## config.mk

```make
export PLATFORM = sky130hd
export DESIGN_NAME = hmi_port
export DESIGN_NICKNAME = d
export VERILOG_FILES = /design/src/inc/hmi_pkg.sv /design/src/verilog/hmi_port.sv
export VERILOG_INCLUDE_DIRS = /design/src /design/src/inc
export SDC_FILE = /design/constraint.sdc
export NUM_CORES = 1
export LEC_CHECK = 0
export BUFFER_PORTS_ARGS = -buffer_cell sky130_fd_sc_hd__buf_2
export CAP_MARGIN = 20
export CORE_UTILIZATION = 44
export CTS_BUF_LIST = sky130_fd_sc_hd__clkbuf_8 sky130_fd_sc_hd__clkbuf_16
export CTS_CLUSTER_DIAMETER = 150
export DETAILED_ROUTE_END_ITERATION = 6
export HOLD_SLACK_MARGIN = 0.06
export PLACE_DENSITY = 0.72
export SLEW_MARGIN = 25
export SYNTH_ARGS = -nofsm -noshare
export SYNTH_HDL_FRONTEND = slang
export SYNTH_SLANG_ARGS = --single-unit
```

## constraint.sdc

```tcl
create_clock -name sys_clk -period 2.7 [get_ports sys_clk]
set_input_delay 0.135 -clock sys_clk [delete_from_list [all_inputs] [get_ports sys_clk]]
set_output_delay 0.135 -clock sys_clk [all_outputs]
set_load 0.02 [all_outputs]
```

## src/inc/hmi_defs.svh

```systemverilog
`ifndef HMI_DEFS_SVH
`define HMI_DEFS_SVH
`define HMI_REG_MSG 2'h0
`define HMI_REG_CTRL 2'h1
`define HMI_REG_PCM 2'h2
`define HMI_REG_CMP 2'h3
`define HMI_CTRL_CMPRST 6
`define HMI_CTRL_PCMRST 5
`define HMI_BYTE_CNT 4'h8
`define HMI_ACK_CNT 4'h1
`define HMI_I2C_N1_CNT 4'h7
`define HMI_SPI_N1_CNT 4'h6
`define HMI_SPI_N_CNT 4'h7
`define HMI_FIFO_DEPTH 16
`define HMI_FIFO_THRESH 12
`define HMI_NULL_BYTE 8'h00
`endif

```

## src/inc/hmi_pkg.sv

```systemverilog
package hmi_pkg;
	typedef enum logic [2:0] {
		HMI_IDLE = 3'b000,
		HMI_ADDR = 3'b001,
		HMI_ADDR_ACK = 3'b010,
		HMI_READ = 3'b011,
		HMI_RD_ACK = 3'b100,
		HMI_WRITE = 3'b101,
		HMI_WR_ACK = 3'b110,
		HMI_HOLD = 3'b111
	} hmi_state_t;
	typedef struct packed {
		logic cs_n;
		logic wr_n;
		logic rd_n;
		logic [1:0] addr;
		logic [7:0] data;
	} hmi_par_bus_t;
	typedef struct packed {
		logic scl;
		logic sda;
		logic sel_n;
	} hmi_ser_pins_t;
	typedef struct packed {
		hmi_ser_pins_t ser;
		hmi_par_bus_t par;
	} hmi_pins_t;
	typedef struct packed {
		logic rsvd7;
		logic cmp_rst;
		logic pcm_rst;
		logic pcm_af;
		logic cmp_af;
		logic in_busy;
		logic out_ready;
		logic rsvd0;
	} hmi_ctrl_t;
endpackage : hmi_pkg

```

## src/verilog/hmi_port.sv

```systemverilog
`timescale 1ns/100ps
`default_nettype none
`include "hmi_defs.svh"
module hmi_port import hmi_pkg::*; #(
	parameter int FIFO_DEPTH = `HMI_FIFO_DEPTH,
	parameter int FIFO_THRESH = `HMI_FIFO_THRESH
) (
	input wire logic sys_clk,
	input wire logic resetn,
	input wire logic mode_parallel,
	input wire logic serial_is_i2c,
	input wire logic unsolicited_en,
	input wire logic ctrl_serial_clock,
	input wire logic ctrl_serial_io_in,
	output logic ctrl_serial_io_out,
	output logic ctrl_serial_io_oe,
	input wire logic spi_sel_n,
	output logic spi_data_out,
	input wire hmi_par_bus_t par_pins,
	output logic [7:0] par_data_out,
	output logic par_data_oe,
	output logic msg_pending_irq_n,
	input wire logic read_request,
	input wire logic dsp_msg_wr,
	input wire logic [7:0] dsp_msg_data,
	output logic dsp_out_ready,
	input wire logic dsp_in_rd,
	output logic [7:0] dsp_in_data,
	output logic host_in_busy,
	input wire logic [1:0] fifo_pop,
	output logic [1:0][7:0] fifo_rdata,
	output logic [1:0] fifo_empty,
	output logic pcm_fifo_almost_full,
	output logic cmp_fifo_almost_full,
	output logic pcm_port_reset,
	output logic cmp_port_reset
);
	localparam int AW = $clog2(FIFO_DEPTH);
	localparam logic [AW:0] LVL_FULL = (AW+1)'(FIFO_DEPTH);
	localparam logic [AW:0] LVL_AF = (AW+1)'(FIFO_THRESH);

	// Three-stage pin synchroniser; a level counts once stages two and three agree.
	hmi_pins_t sync1, sync2, sync3, filt, filt_q;
	always_ff @(posedge sys_clk or negedge resetn) begin
		if (!resetn) begin
			sync1 <= '1;
			sync2 <= '1;
			sync3 <= '1;
			filt <= '1;
			filt_q <= '1;
		end else begin
			sync1 <= {ctrl_serial_clock, ctrl_serial_io_in, spi_sel_n, par_pins};
			sync2 <= sync1;
			sync3 <= sync2;
			filt <= (sync2 & ~(sync2 ^ sync3)) | (filt & (sync2 ^ sync3));
			filt_q <= filt;
		end
	end

	logic scl_rise, scl_fall, i2c_start, i2c_stop, spi_begin, spi_end;
	logic frame_begin, frame_end, par_wr, par_rd;
	assign scl_rise = filt.ser.scl && !filt_q.ser.scl;
	assign scl_fall = !filt.ser.scl && filt_q.ser.scl;
	assign i2c_start = serial_is_i2c && filt.ser.scl && filt_q.ser.sda && !filt.ser.sda;
	assign i2c_stop = serial_is_i2c && filt.ser.scl && !filt_q.ser.sda && filt.ser.sda;
	assign spi_begin = !serial_is_i2c && filt_q.ser.sel_n && !filt.ser.sel_n;
	assign spi_end = !serial_is_i2c && filt.ser.sel_n;
	assign frame_begin = !mode_parallel && (i2c_start || spi_begin);
	assign frame_end = mode_parallel || i2c_stop || spi_end;
	assign par_wr = mode_parallel && !filt.par.cs_n && filt_q.par.wr_n && !filt.par.wr_n;
	assign par_rd = mode_parallel && !filt.par.cs_n && filt_q.par.rd_n && !filt.par.rd_n;

	hmi_state_t state;
	logic [3:0] bit_cnt;
	logic [7:0] rx_sh, tx_sh, out_byte;
	logic rd_dir, null_pend, late, armed, ser_take, ser_push;
	logic in_read, at_n1, at_n, load_tx;
	assign in_read = (state == HMI_READ) || (state == HMI_RD_ACK);
	assign at_n1 = scl_rise && (state == HMI_READ)
		&& (bit_cnt == (serial_is_i2c ? `HMI_I2C_N1_CNT : `HMI_SPI_N1_CNT));
	assign at_n = scl_rise && (serial_is_i2c ? (state == HMI_RD_ACK)
		: (state == HMI_READ && bit_cnt == `HMI_SPI_N_CNT));
	assign load_tx = scl_fall && ((state == HMI_ADDR_ACK && bit_cnt == `HMI_ACK_CNT && rd_dir)
		|| (state == HMI_ADDR && bit_cnt == `HMI_BYTE_CNT && !serial_is_i2c && rx_sh[0])
		|| (state == HMI_READ && bit_cnt == `HMI_BYTE_CNT && !serial_is_i2c)
		|| (state == HMI_RD_ACK && bit_cnt == `HMI_ACK_CNT));
	assign ser_take = load_tx && !null_pend && dsp_out_ready;
	assign ser_push = scl_fall && state == HMI_WRITE && bit_cnt == `HMI_BYTE_CNT;

	// Serial framing: address byte, then read or write bytes, acks in I2C only.
	always_ff @(posedge sys_clk or negedge resetn) begin
		if (!resetn) begin
			state <= HMI_IDLE;
			bit_cnt <= '0;
			rx_sh <= '0;
			tx_sh <= '0;
			rd_dir <= 1'b0;
			ctrl_serial_io_oe <= 1'b0;
			spi_data_out <= 1'b0;
		end else if (frame_end) begin
			state <= HMI_IDLE;
			ctrl_serial_io_oe <= 1'b0;
		end else if (frame_begin) begin
			state <= HMI_ADDR;
			bit_cnt <= '0;
			ctrl_serial_io_oe <= 1'b0;
		end else if (scl_rise && state != HMI_IDLE && state != HMI_HOLD) begin
			bit_cnt <= bit_cnt + 4'h1;
			rx_sh <= {rx_sh[6:0], filt.ser.sda};
			if (state == HMI_RD_ACK && filt.ser.sda)
				state <= HMI_HOLD;
		end else if (load_tx) begin
			state <= HMI_READ;
			bit_cnt <= '0;
			tx_sh <= (null_pend || !dsp_out_ready) ? `HMI_NULL_BYTE : out_byte;
			rd_dir <= 1'b1;
			if (null_pend || !dsp_out_ready) begin
				ctrl_serial_io_oe <= serial_is_i2c;
				spi_data_out <= 1'b0;
			end else begin
				ctrl_serial_io_oe <= serial_is_i2c && !out_byte[7];
				spi_data_out <= out_byte[7];
			end
		end else if (scl_fall) begin
			case (state)
				HMI_ADDR: begin
					if (bit_cnt == `HMI_BYTE_CNT) begin
						bit_cnt <= '0;
						rd_dir <= rx_sh[0];
						state <= serial_is_i2c ? HMI_ADDR_ACK : HMI_WRITE;
						ctrl_serial_io_oe <= serial_is_i2c;
					end
				end
				HMI_ADDR_ACK, HMI_WR_ACK: begin
					if (bit_cnt == `HMI_ACK_CNT) begin
						bit_cnt <= '0;
						state <= HMI_WRITE;
						ctrl_serial_io_oe <= 1'b0;
					end
				end
				HMI_WRITE: begin
					if (bit_cnt == `HMI_BYTE_CNT) begin
						bit_cnt <= '0;
						state <= serial_is_i2c ? HMI_WR_ACK : HMI_WRITE;
						ctrl_serial_io_oe <= serial_is_i2c;
					end
				end
				HMI_READ: begin
					if (bit_cnt == `HMI_BYTE_CNT) begin
						bit_cnt <= '0;
						state <= HMI_RD_ACK;
						ctrl_serial_io_oe <= 1'b0;
					end else begin
						tx_sh <= {tx_sh[6:0], 1'b0};
						ctrl_serial_io_oe <= serial_is_i2c && !tx_sh[6];
						spi_data_out <= tx_sh[6];
					end
				end
				default: begin
					state <= state;
				end
			endcase
		end
	end
	assign ctrl_serial_io_out = 1'b0;

	// Outgoing byte holder; a DSP write in the same cycle as a host read wins.
	logic par_msg_rd, par_msg_wr;
	assign par_msg_rd = par_rd && filt.par.addr == `HMI_REG_MSG;
	assign par_msg_wr = par_wr && filt.par.addr == `HMI_REG_MSG;
	always_ff @(posedge sys_clk or negedge resetn) begin
		if (!resetn) begin
			dsp_out_ready <= 1'b0;
			out_byte <= '0;
		end else if (dsp_msg_wr) begin
			dsp_out_ready <= 1'b1;
			out_byte <= dsp_msg_data;
		end else if (ser_take || par_msg_rd) begin
			dsp_out_ready <= 1'b0;
		end
	end

	always_ff @(posedge sys_clk or negedge resetn) begin
		if (!resetn) begin
			host_in_busy <= 1'b0;
			dsp_in_data <= '0;
		end else if (par_msg_wr || ser_push) begin
			host_in_busy <= 1'b1;
			dsp_in_data <= par_msg_wr ? filt.par.data : rx_sh;
		end else if (dsp_in_rd) begin
			host_in_busy <= 1'b0;
		end
	end

	// Interrupt line; only the N-1 and N edges of a read may move it mid-read.
	always_ff @(posedge sys_clk or negedge resetn) begin
		if (!resetn) begin
			msg_pending_irq_n <= 1'b1;
			armed <= 1'b0;
			late <= 1'b0;
			null_pend <= 1'b0;
		end else begin
			if (read_request)
				armed <= 1'b1;
			if (frame_end)
				null_pend <= 1'b0;
			else if (load_tx)
				null_pend <= 1'b0;
			if (mode_parallel) begin
				msg_pending_irq_n <= !dsp_out_ready;
				late <= 1'b0;
			end else if (in_read) begin
				if (at_n1 && !dsp_out_ready) begin
					msg_pending_irq_n <= 1'b1;
					late <= 1'b1;
					armed <= read_request;
				end else if (at_n && late) begin
					late <= 1'b0;
					if (dsp_out_ready && unsolicited_en) begin
						msg_pending_irq_n <= 1'b0;
						null_pend <= 1'b1;
					end
				end
			end else if (!late) begin
				msg_pending_irq_n <= !(dsp_out_ready && (unsolicited_en || armed));
			end else begin
				late <= 1'b0;
			end
		end
	end

	// Parallel register reads; audio registers read as zero.
	hmi_ctrl_t ctrl_view;
	logic [1:0] port_rst, fifo_push, fifo_af;
	always_comb begin
		ctrl_view = '0;
		ctrl_view.pcm_af = fifo_af[0];
		ctrl_view.cmp_af = fifo_af[1];
		ctrl_view.in_busy = host_in_busy;
		ctrl_view.out_ready = dsp_out_ready;
	end
	always_ff @(posedge sys_clk or negedge resetn) begin
		if (!resetn) begin
			par_data_out <= '0;
			port_rst <= '0;
		end else begin
			if (par_rd) begin
				if (filt.par.addr == `HMI_REG_MSG)
					par_data_out <= out_byte;
				else if (filt.par.addr == `HMI_REG_CTRL)
					par_data_out <= ctrl_view;
				else
					par_data_out <= '0;
			end
			if (par_wr && filt.par.addr == `HMI_REG_CTRL)
				port_rst <= {filt.par.data[`HMI_CTRL_CMPRST], filt.par.data[`HMI_CTRL_PCMRST]};
		end
	end
	assign par_data_oe = mode_parallel && !filt.par.cs_n && !filt.par.rd_n;
	assign pcm_port_reset = port_rst[0];
	assign cmp_port_reset = port_rst[1];
	assign fifo_push[0] = par_wr && filt.par.addr == `HMI_REG_PCM;
	assign fifo_push[1] = par_wr && filt.par.addr == `HMI_REG_CMP;
	assign pcm_fifo_almost_full = fifo_af[0];
	assign cmp_fifo_almost_full = fifo_af[1];

	// Audio FIFOs: index 0 is PCM, 1 is compressed; a push when full is dropped.
	logic [7:0] fifo_mem [2][FIFO_DEPTH];
	for (genvar ch = 0; ch < 2; ch++) begin : g_fifo
		logic [AW-1:0] wp, rp;
		logic [AW:0] lvl;
		logic do_push, do_pop;
		assign do_push = fifo_push[ch] && lvl != LVL_FULL;
		assign do_pop = fifo_pop[ch] && lvl != '0;
		always_ff @(posedge sys_clk or negedge resetn) begin
			if (!resetn) begin
				wp <= '0;
				rp <= '0;
				lvl <= '0;
			end else if (port_rst[ch]) begin
				wp <= '0;
				rp <= '0;
				lvl <= '0;
			end else begin
				wp <= wp + AW'(do_push);
				rp <= rp + AW'(do_pop);
				lvl <= lvl + (AW+1)'(do_push) - (AW+1)'(do_pop);
			end
		end
		always_ff @(posedge sys_clk) begin
			if (do_push)
				fifo_mem[ch][wp] <= filt.par.data;
		end
		assign fifo_rdata[ch] = fifo_mem[ch][rp];
		assign fifo_empty[ch] = lvl == '0;
		assign fifo_af[ch] = lvl >= LVL_AF;
	end
endmodule : hmi_port
`default_nettype wire
```

==> results.cfg, run 1 <==
[placed_design]
dp_hpwl_um = 20270
portBuffers = 77
gp_congestion = 0.8262
numPlacedInstances = 1491
place_area_um2 = 17610

[yosys]
netlist.area_leader.share_pct = 47.20
yosys_warnings = 0
synthArstFlopShare_pct = 37.25
synth_top_cells_by_count = 256 x edfxtp_1, 82 x dfrtp_1, 80 x mux4_2, 78 x nor2_1, 70 x dfstp_2
yosys.area.top_type = edfxtp_1
yosysMostFrequentCell = edfxtp_1
synthTopCellsByArea = edfxtp_1 47%, dfrtp_1 13%, dfstp_2 11%
synth.distinct_cells = 63
synth.yosys.seq_area_share_pct = 71.09
syn-num-nets = 993
yosys_most_used_dff = edfxtp_1
syn_area_um2 = 16290
synth_cells = 930
ys_seq_elements = 408
avgSynthCellArea_um2 = 17.51
synth_edf_count = 256

[power]
clockPowerShare_pct = 30.8
finalPower_uw = 17710
p_sw_uw = 5112
swShare_pct = 28.87
power.internal_uw = 12600
ir_drop_v = 0.0005133
p_comb_share_pct = 25.4
pwr-share-seq_pct = 43.8
power_density_nw_per_um2 = 912.3
cellLeakagePower_uw = 0.007272

[routing]
finalWirelength_um = 32030
dr_total_vias = 8684
drtAntennaViolNets = 0
drc = 0
drt-pass1-iter-count = 6
vias_per_cell = 5.384
routed_wire_length_per_instance_um = 19.86
first_iter_violations = 604

[worst_hold_path]
worstHoldPathType = input port to asynchronous set/reset pin

[timing]
fin_crit_sh_pct = 98.07
worst_pin_slew_ns = 0.6985
tns_ns = 0
rsz0062_at_grt = true
drv_slew = 0
fmax_mhz = 377.7
hold_viol = 0
period_needed_ns = 2.648
relSlewSlack_pct = 53.44
holdWs_ns = 0.1347
setup_viol = 0
fin_skew_ns = 0.03057

[worst_setup_path]
cp.required_ns = 3.09
cp_data_arrival_time_ns = 3.04
start_kind = flop
cp-end-kind = flop
worst-setup-path-type = flop to flop
r2r_cells = 12
critPathMaxFanout = 2

[grt]
grt_pass1_wl_um = 50720
grt_max_degree = 57
grt_pass1_vias = 9001
grt_usage_pct = 17.33
antenna_found_initial = 2
overflow = 0

[run_status]
status = finished, final reports clean

[die]
rows = 70
fp.dieW_um = 194.4
coreArea_um2 = 36520
dieHeight_um = 194.4
io_pins = 79
start_util_pct = 44.60
die_area_um2 = 37790

[clocking]
clkTransAtPathRegs_ns = 0.06
cts-root-buf = clkbuf_16
cts_buffers = 40
clock_latency_ns = 0.55
cts_buffer_depth = 3
cts_tree = done
htree_levels = 2
clock_sinks = 408

[layout]
layout.nets = 1174
drive_gt1_share_pct = 34.91
post-route-cell-area_um2 = 19410
area_growth_pct = 19.18
stdcell_count = 1613

[run]
cap_viol_max_count = 0
## registers in the layout, summed over array words and instances (netlist names), 2 cells and up, named ones only
register,cells
g_fifo.wp,8
g_fifo.lvl,10
sync3,16
dsp_in_data,8
sync1,16
fifo_mem,256
filt_q,5
tx_sh,7
out_byte,8
state,3
port_rst,2
par_data_out,8
g_fifo.rp,8
rx_sh,8
sync2,16
bit_cnt,4
## cells in the final DEF, fill, tap and decap left out, drive strengths merged, types with 4 or more instances in the layout
cell type      n
nor2b         20
a21oi         29
nand3         13
and3           9
dfrtp         82
bufinv         4
mux2i         11
nor3          15
or3            7
clkbuf        41
nand3b         7
ha            27
mux2          22
dfstp         70
nand2         31
nand2b         6
buf          144
inv           29
xor2           6
clkinv        20
maj3          16
a22o           6
a21o           4
dlygate4sd3   38
xnor2          9
nand4          4
edfxtp       256
mux4          80
o21ai         11
nor2          78
o31ai          7
## through the flow
| stage | utilization, % | worst slack (ns) |
|---|---|---|
| after floorplan | - | 0.006727 |
| after global placement | 48.21 | -0.05135 |
| after detailed placement | 48.21 | -0.06062 |
| after CTS | 53.01 | 0.005177 |
| after global routing | 53.15 | -0.1422 |
| final | 53.15 | 0.05218 |
## path summary, 6_finish.rpt
path / slack, ns / startpoint / end
min in group sys_clk: 0.16 / mode_parallel / state[1]$_DFFE_PN0P_
setup / recovery: 0.05 / filt_q[11]$_DFF_PN1_ / g_fifo[0].lvl[4]$_DFF_PN0_
hold reg to reg: 0.35 / sync1[6]$_DFF_PN1_ / sync2[6]$_DFF_PN1_
hold / removal: 0.13 / resetn / late$_DFFE_PN0P_
setup reg to reg: 0.05 / filt_q[11]$_DFF_PN1_ / g_fifo[0].lvl[4]$_DFF_PN0_
max in group asynchronous: 1.79 / resetn / asynchronous set/reset pin
## power by group through the flow
stage               sequential [uW]  clock (uW)  combinational [uW]
floorplan                      7600           0                3110
global placement               7880           0                4290
detailed placement             7890           0                4350
CTS                            7760        5580                4520
global route                   7830        5820                4890
finish                         7760        5450                4510
## layout make-up
cell class	count	area (um2)
Tap cell	468	585.6
Multi-Input combinational cell	459	4488
Clock buffer	41	1015
Timing Repair Buffer	182	1366
Antenna cell	2	5.005
Inverter	20	75.07
Fill cell	2807	17110
Sequential cell	408	11580
Clock inverter	33	294.0
## worst max-delay path: stages (launching register included)
cell and delay, ns:
dfstp_2 0.51, nor4b_4 0.20, nand2_1 0.09, or3_4 0.39, ha_4 0.28, inv_2 0.04, ha_4 0.15, fa_2 0.35
a21oi_2 0.13, nor2_1 0.06, nor2_1 0.10, xor2_1 0.16, nor2_1 0.05
## kinds of logic after synthesis
kind of cell	share of synthesized area [%]
DFF	71.09
and+or+nand+nor	6.522
muxes	13.26
AOI/OAI and AO/OA	3.365
buffers and inverters	1.636
adders and majority gates	3.303
xor gates and xnor gates	0.8066
other	0.02302
## layer usage
metal | wire length (um) | vias to the layer above | global-route usage (%)
li1 | - | 3937 | -
met1 | 13870 | 4456 | 23.65
met2 | 15830 | 248 | 28.52
met3 | 1710 | 43 | 3.280
met4 | 620 | 0 | 4.879
met5 | 0 | - | 0
## what timing repair did
action / in CTS / in global routing
endpoints found under the hold margin: 110 / 0
gates cloned: 0 / 0
hold buffers: 38 / 0
setup endpoints to repair: 11 / 3
resized for setup: 6 / 7
buffers inserted: 5 / 3
pin swaps: 5 / 13
(Power assumes the default switching activity.)
==> run 2, diff against run 1 <==
ABC_CLOCK_PERIOD_IN_PS = 2700   (was default)
REMOVE_ABC_BUFFERS = 1   (was default)
==> run 2 against run 1 <==
Net effect: final area down 0.47%; sequential cell count unchanged; routed wire length up 0.93%; global-route usage up 0.33 points; cell count down 0.37%; sequential power about the same; core utilization down 0.25 points; fmax down 0.68%; non-clock buffer count down 6; hold slack better by 0.048 ns.
==> results.cfg, run 2 (same netlist as run 1, synthesis figures left out) <==
[worst_setup_path]
cpMaxStageDelayCell = or3_4
critPathMaxFanout = 2
start_kind = flop
worst-setup-path-type = flop to flop
cpLargestDelayFamily = adder cells
slowest_delay_ns = 0.38
path_cells = inv_1, ha_1, and3_1, or3_4, ha_4, inv_2, ha_4, fa_2, a21oi_2, nor2_1, nor2_1, xor2_1, nor2_1
crit_top_cell = nor2_1
cp.buffers_inverters = 2
cp-end-kind = flop
cp_data_arrival_time_ns = 3.05
cp.required_ns = 3.09

[die]
dieHeight_um = 194.4
fp.dieW_um = 194.4
rows = 70
coreArea_um2 = 36520
die_area_um2 = 37790
io_pins = 79
start_util_pct = 44.60

[grt]
grt_max_degree = 79
grt_busiest_layer = met2
use_met1_pct = 23.05
grt_usage_pct = 17.66
overflow = 0
grt_pass1_vias = 9143
use_met3_pct = 3.418
grt_use_met2_pct = 30.06
grt_pass1_wl_um = 51530
antenna_found_initial = 3

[clocking]
cts_buffers = 40
clkTransAtPathRegs_ns = 0.06
htree_levels = 2
cts_buffer_depth = 3
clock_latency_ns = 0.53
cts-root-buf = clkbuf_16
clock_sinks = 408
cts_tree = done

[run_status]
status = finished, final reports clean

[timing]
fin_crit_sh_pct = 98.73
fin_skew_ns = 0.01057
setup_viol = 0
hold_viol = 0
holdWs_ns = 0.1825
drv_slew = 0
period_needed_ns = 2.666
worst_pin_slew_ns = 0.7272
fmax_mhz = 375.1
relSlewSlack_pct = 51.52
rsz0062_at_grt = true

[run]
cap_viol_max_count = 0

[placed_design]
gp_congestion = 0.8248
numPlacedInstances = 1489
dp_hpwl_um = 20260
portBuffers = 77

[layout]
largest_reg_flops = 256
max_flop_register = fifo_mem
stdcell_count = 1607
drive_gt1_share_pct = 34.51
final_cell_mix = 256 x edfxtp_1, 80 x mux4_2, 80 x dfrtp_1
layout.nets = 1168
fin_util_pct = 52.90
final_common_cell = edfxtp_1
final.fill_count = 2799
area_growth_pct = 18.62
regArea_um2 = 11580
multi_input_area_um2 = 4498

[power]
ir_drop_v = 0.0005518
power_density_nw_per_um2 = 906.5
p_comb_share_pct = 25.3
p_sw_uw = 4999
swShare_pct = 28.54
clockPowerShare_pct = 30.5
power.internal_uw = 12510
pwr-share-seq_pct = 44.2
cellLeakagePower_uw = 0.007247

[routing]
dr_total_vias = 8619
drc = 0
vias_per_cell = 5.363
drtAntennaViolNets = 0
routed_wire_length_per_instance_um = 20.12
first_iter_violations = 826
finalWirelength_um = 32330
drt-pass1-iter-count = 5

[worst_hold_path]
worstHoldPathType = input port to flop
-- run 2: cell types whose count changed in the layout (fill, tap and decap cells not counted), sizes merged --
cell    before  now
clkinv      20   11
buf        144  138
inv         29   35
clkbuf      41   44
bufinv       4    3
diode        2    3
-- run 2: cell type report --
cell class	count	area share (%)
antenna	3	0.03886
clock buffer	44	5.524
clock inverter	29	1.094
inverter	20	0.3886
multi-input combinational	459	23.28
sequential	408	59.95
tap	468	3.031
timing repair buffer	176	6.690
-- run 2: metal layers --
metal	share of wire, %	vias up
li1	-	3915
met3	5.1	53
met2	50	222
met5	0	-
met1	43	4429
met4	2.4	0
-- run 2: final timing paths --
path,start,to,slack [ns],depth (start not counted)
worst max-delay path,g_fifo[0].lvl[2]$_DFF_PN0_,g_fifo[0].lvl[4]$_DFF_PN0_,0.03,13
worst min-delay path,mode_parallel,state[0]$_DFFE_PN0P_,0.18,4
worst max register to register,g_fifo[0].lvl[2]$_DFF_PN0_,g_fifo[0].lvl[4]$_DFF_PN0_,0.03,13
worst min register to register,sync1[4]$_DFF_PN1_,sync2[4]$_DFF_PN1_,0.35,0
max in group asynchronous,resetn,asynchronous set/reset pin,1.67,3
min in group asynchronous,resetn,dsp_in_data[5]$_DFFE_PN0P_,0.21,2
-- run 2: per-stage QoR --
stage	area, um2	total power (uW)	TNS (ns)	setup slack [ns]
after floorplan	16100	10630	-0.2128	-0.01330
after global placement	17570	12100	-0.04283	-0.04283
after detailed placement	17570	12180	-0.04797	-0.04797
after CTS	19260	17650	0	0.0002454
after global routing	19320	18300	-0.1686	-0.1158
final	19320	17510	0	0.03416
-- run 2: worst register-to-register path, delay by kind of cell, from the launching register on --
family,cells,cell delay [ns]
adders and majority gates,4,1.00
buffers and inverters,2,0.09
AOI/OAI and AO/OA,1,0.16
and+or+nand+nor,5,0.77
DFF,1,0.35
xor gates and xnor gates,1,0.15
-- run 2: power by group through the flow --
stage,clock network (uW),registers (uW),logic [uW]
after detailed placement,0,7910,4270
after global routing,5680,7820,4800
after global placement,0,7870,4230
after CTS,5450,7740,4460
after floorplan,0,8060,2570
final,5350,7740,4430
-- run 2: what timing repair did --
item | in CTS | in global routing
setup buffers | 4 | 0
resized for setup | 2 | 11
pin swaps | 1 | 13
endpoints found under the setup margin | 13 | 2
hold buffers | 38 | 0
hold endpoints to repair | 84 | 0
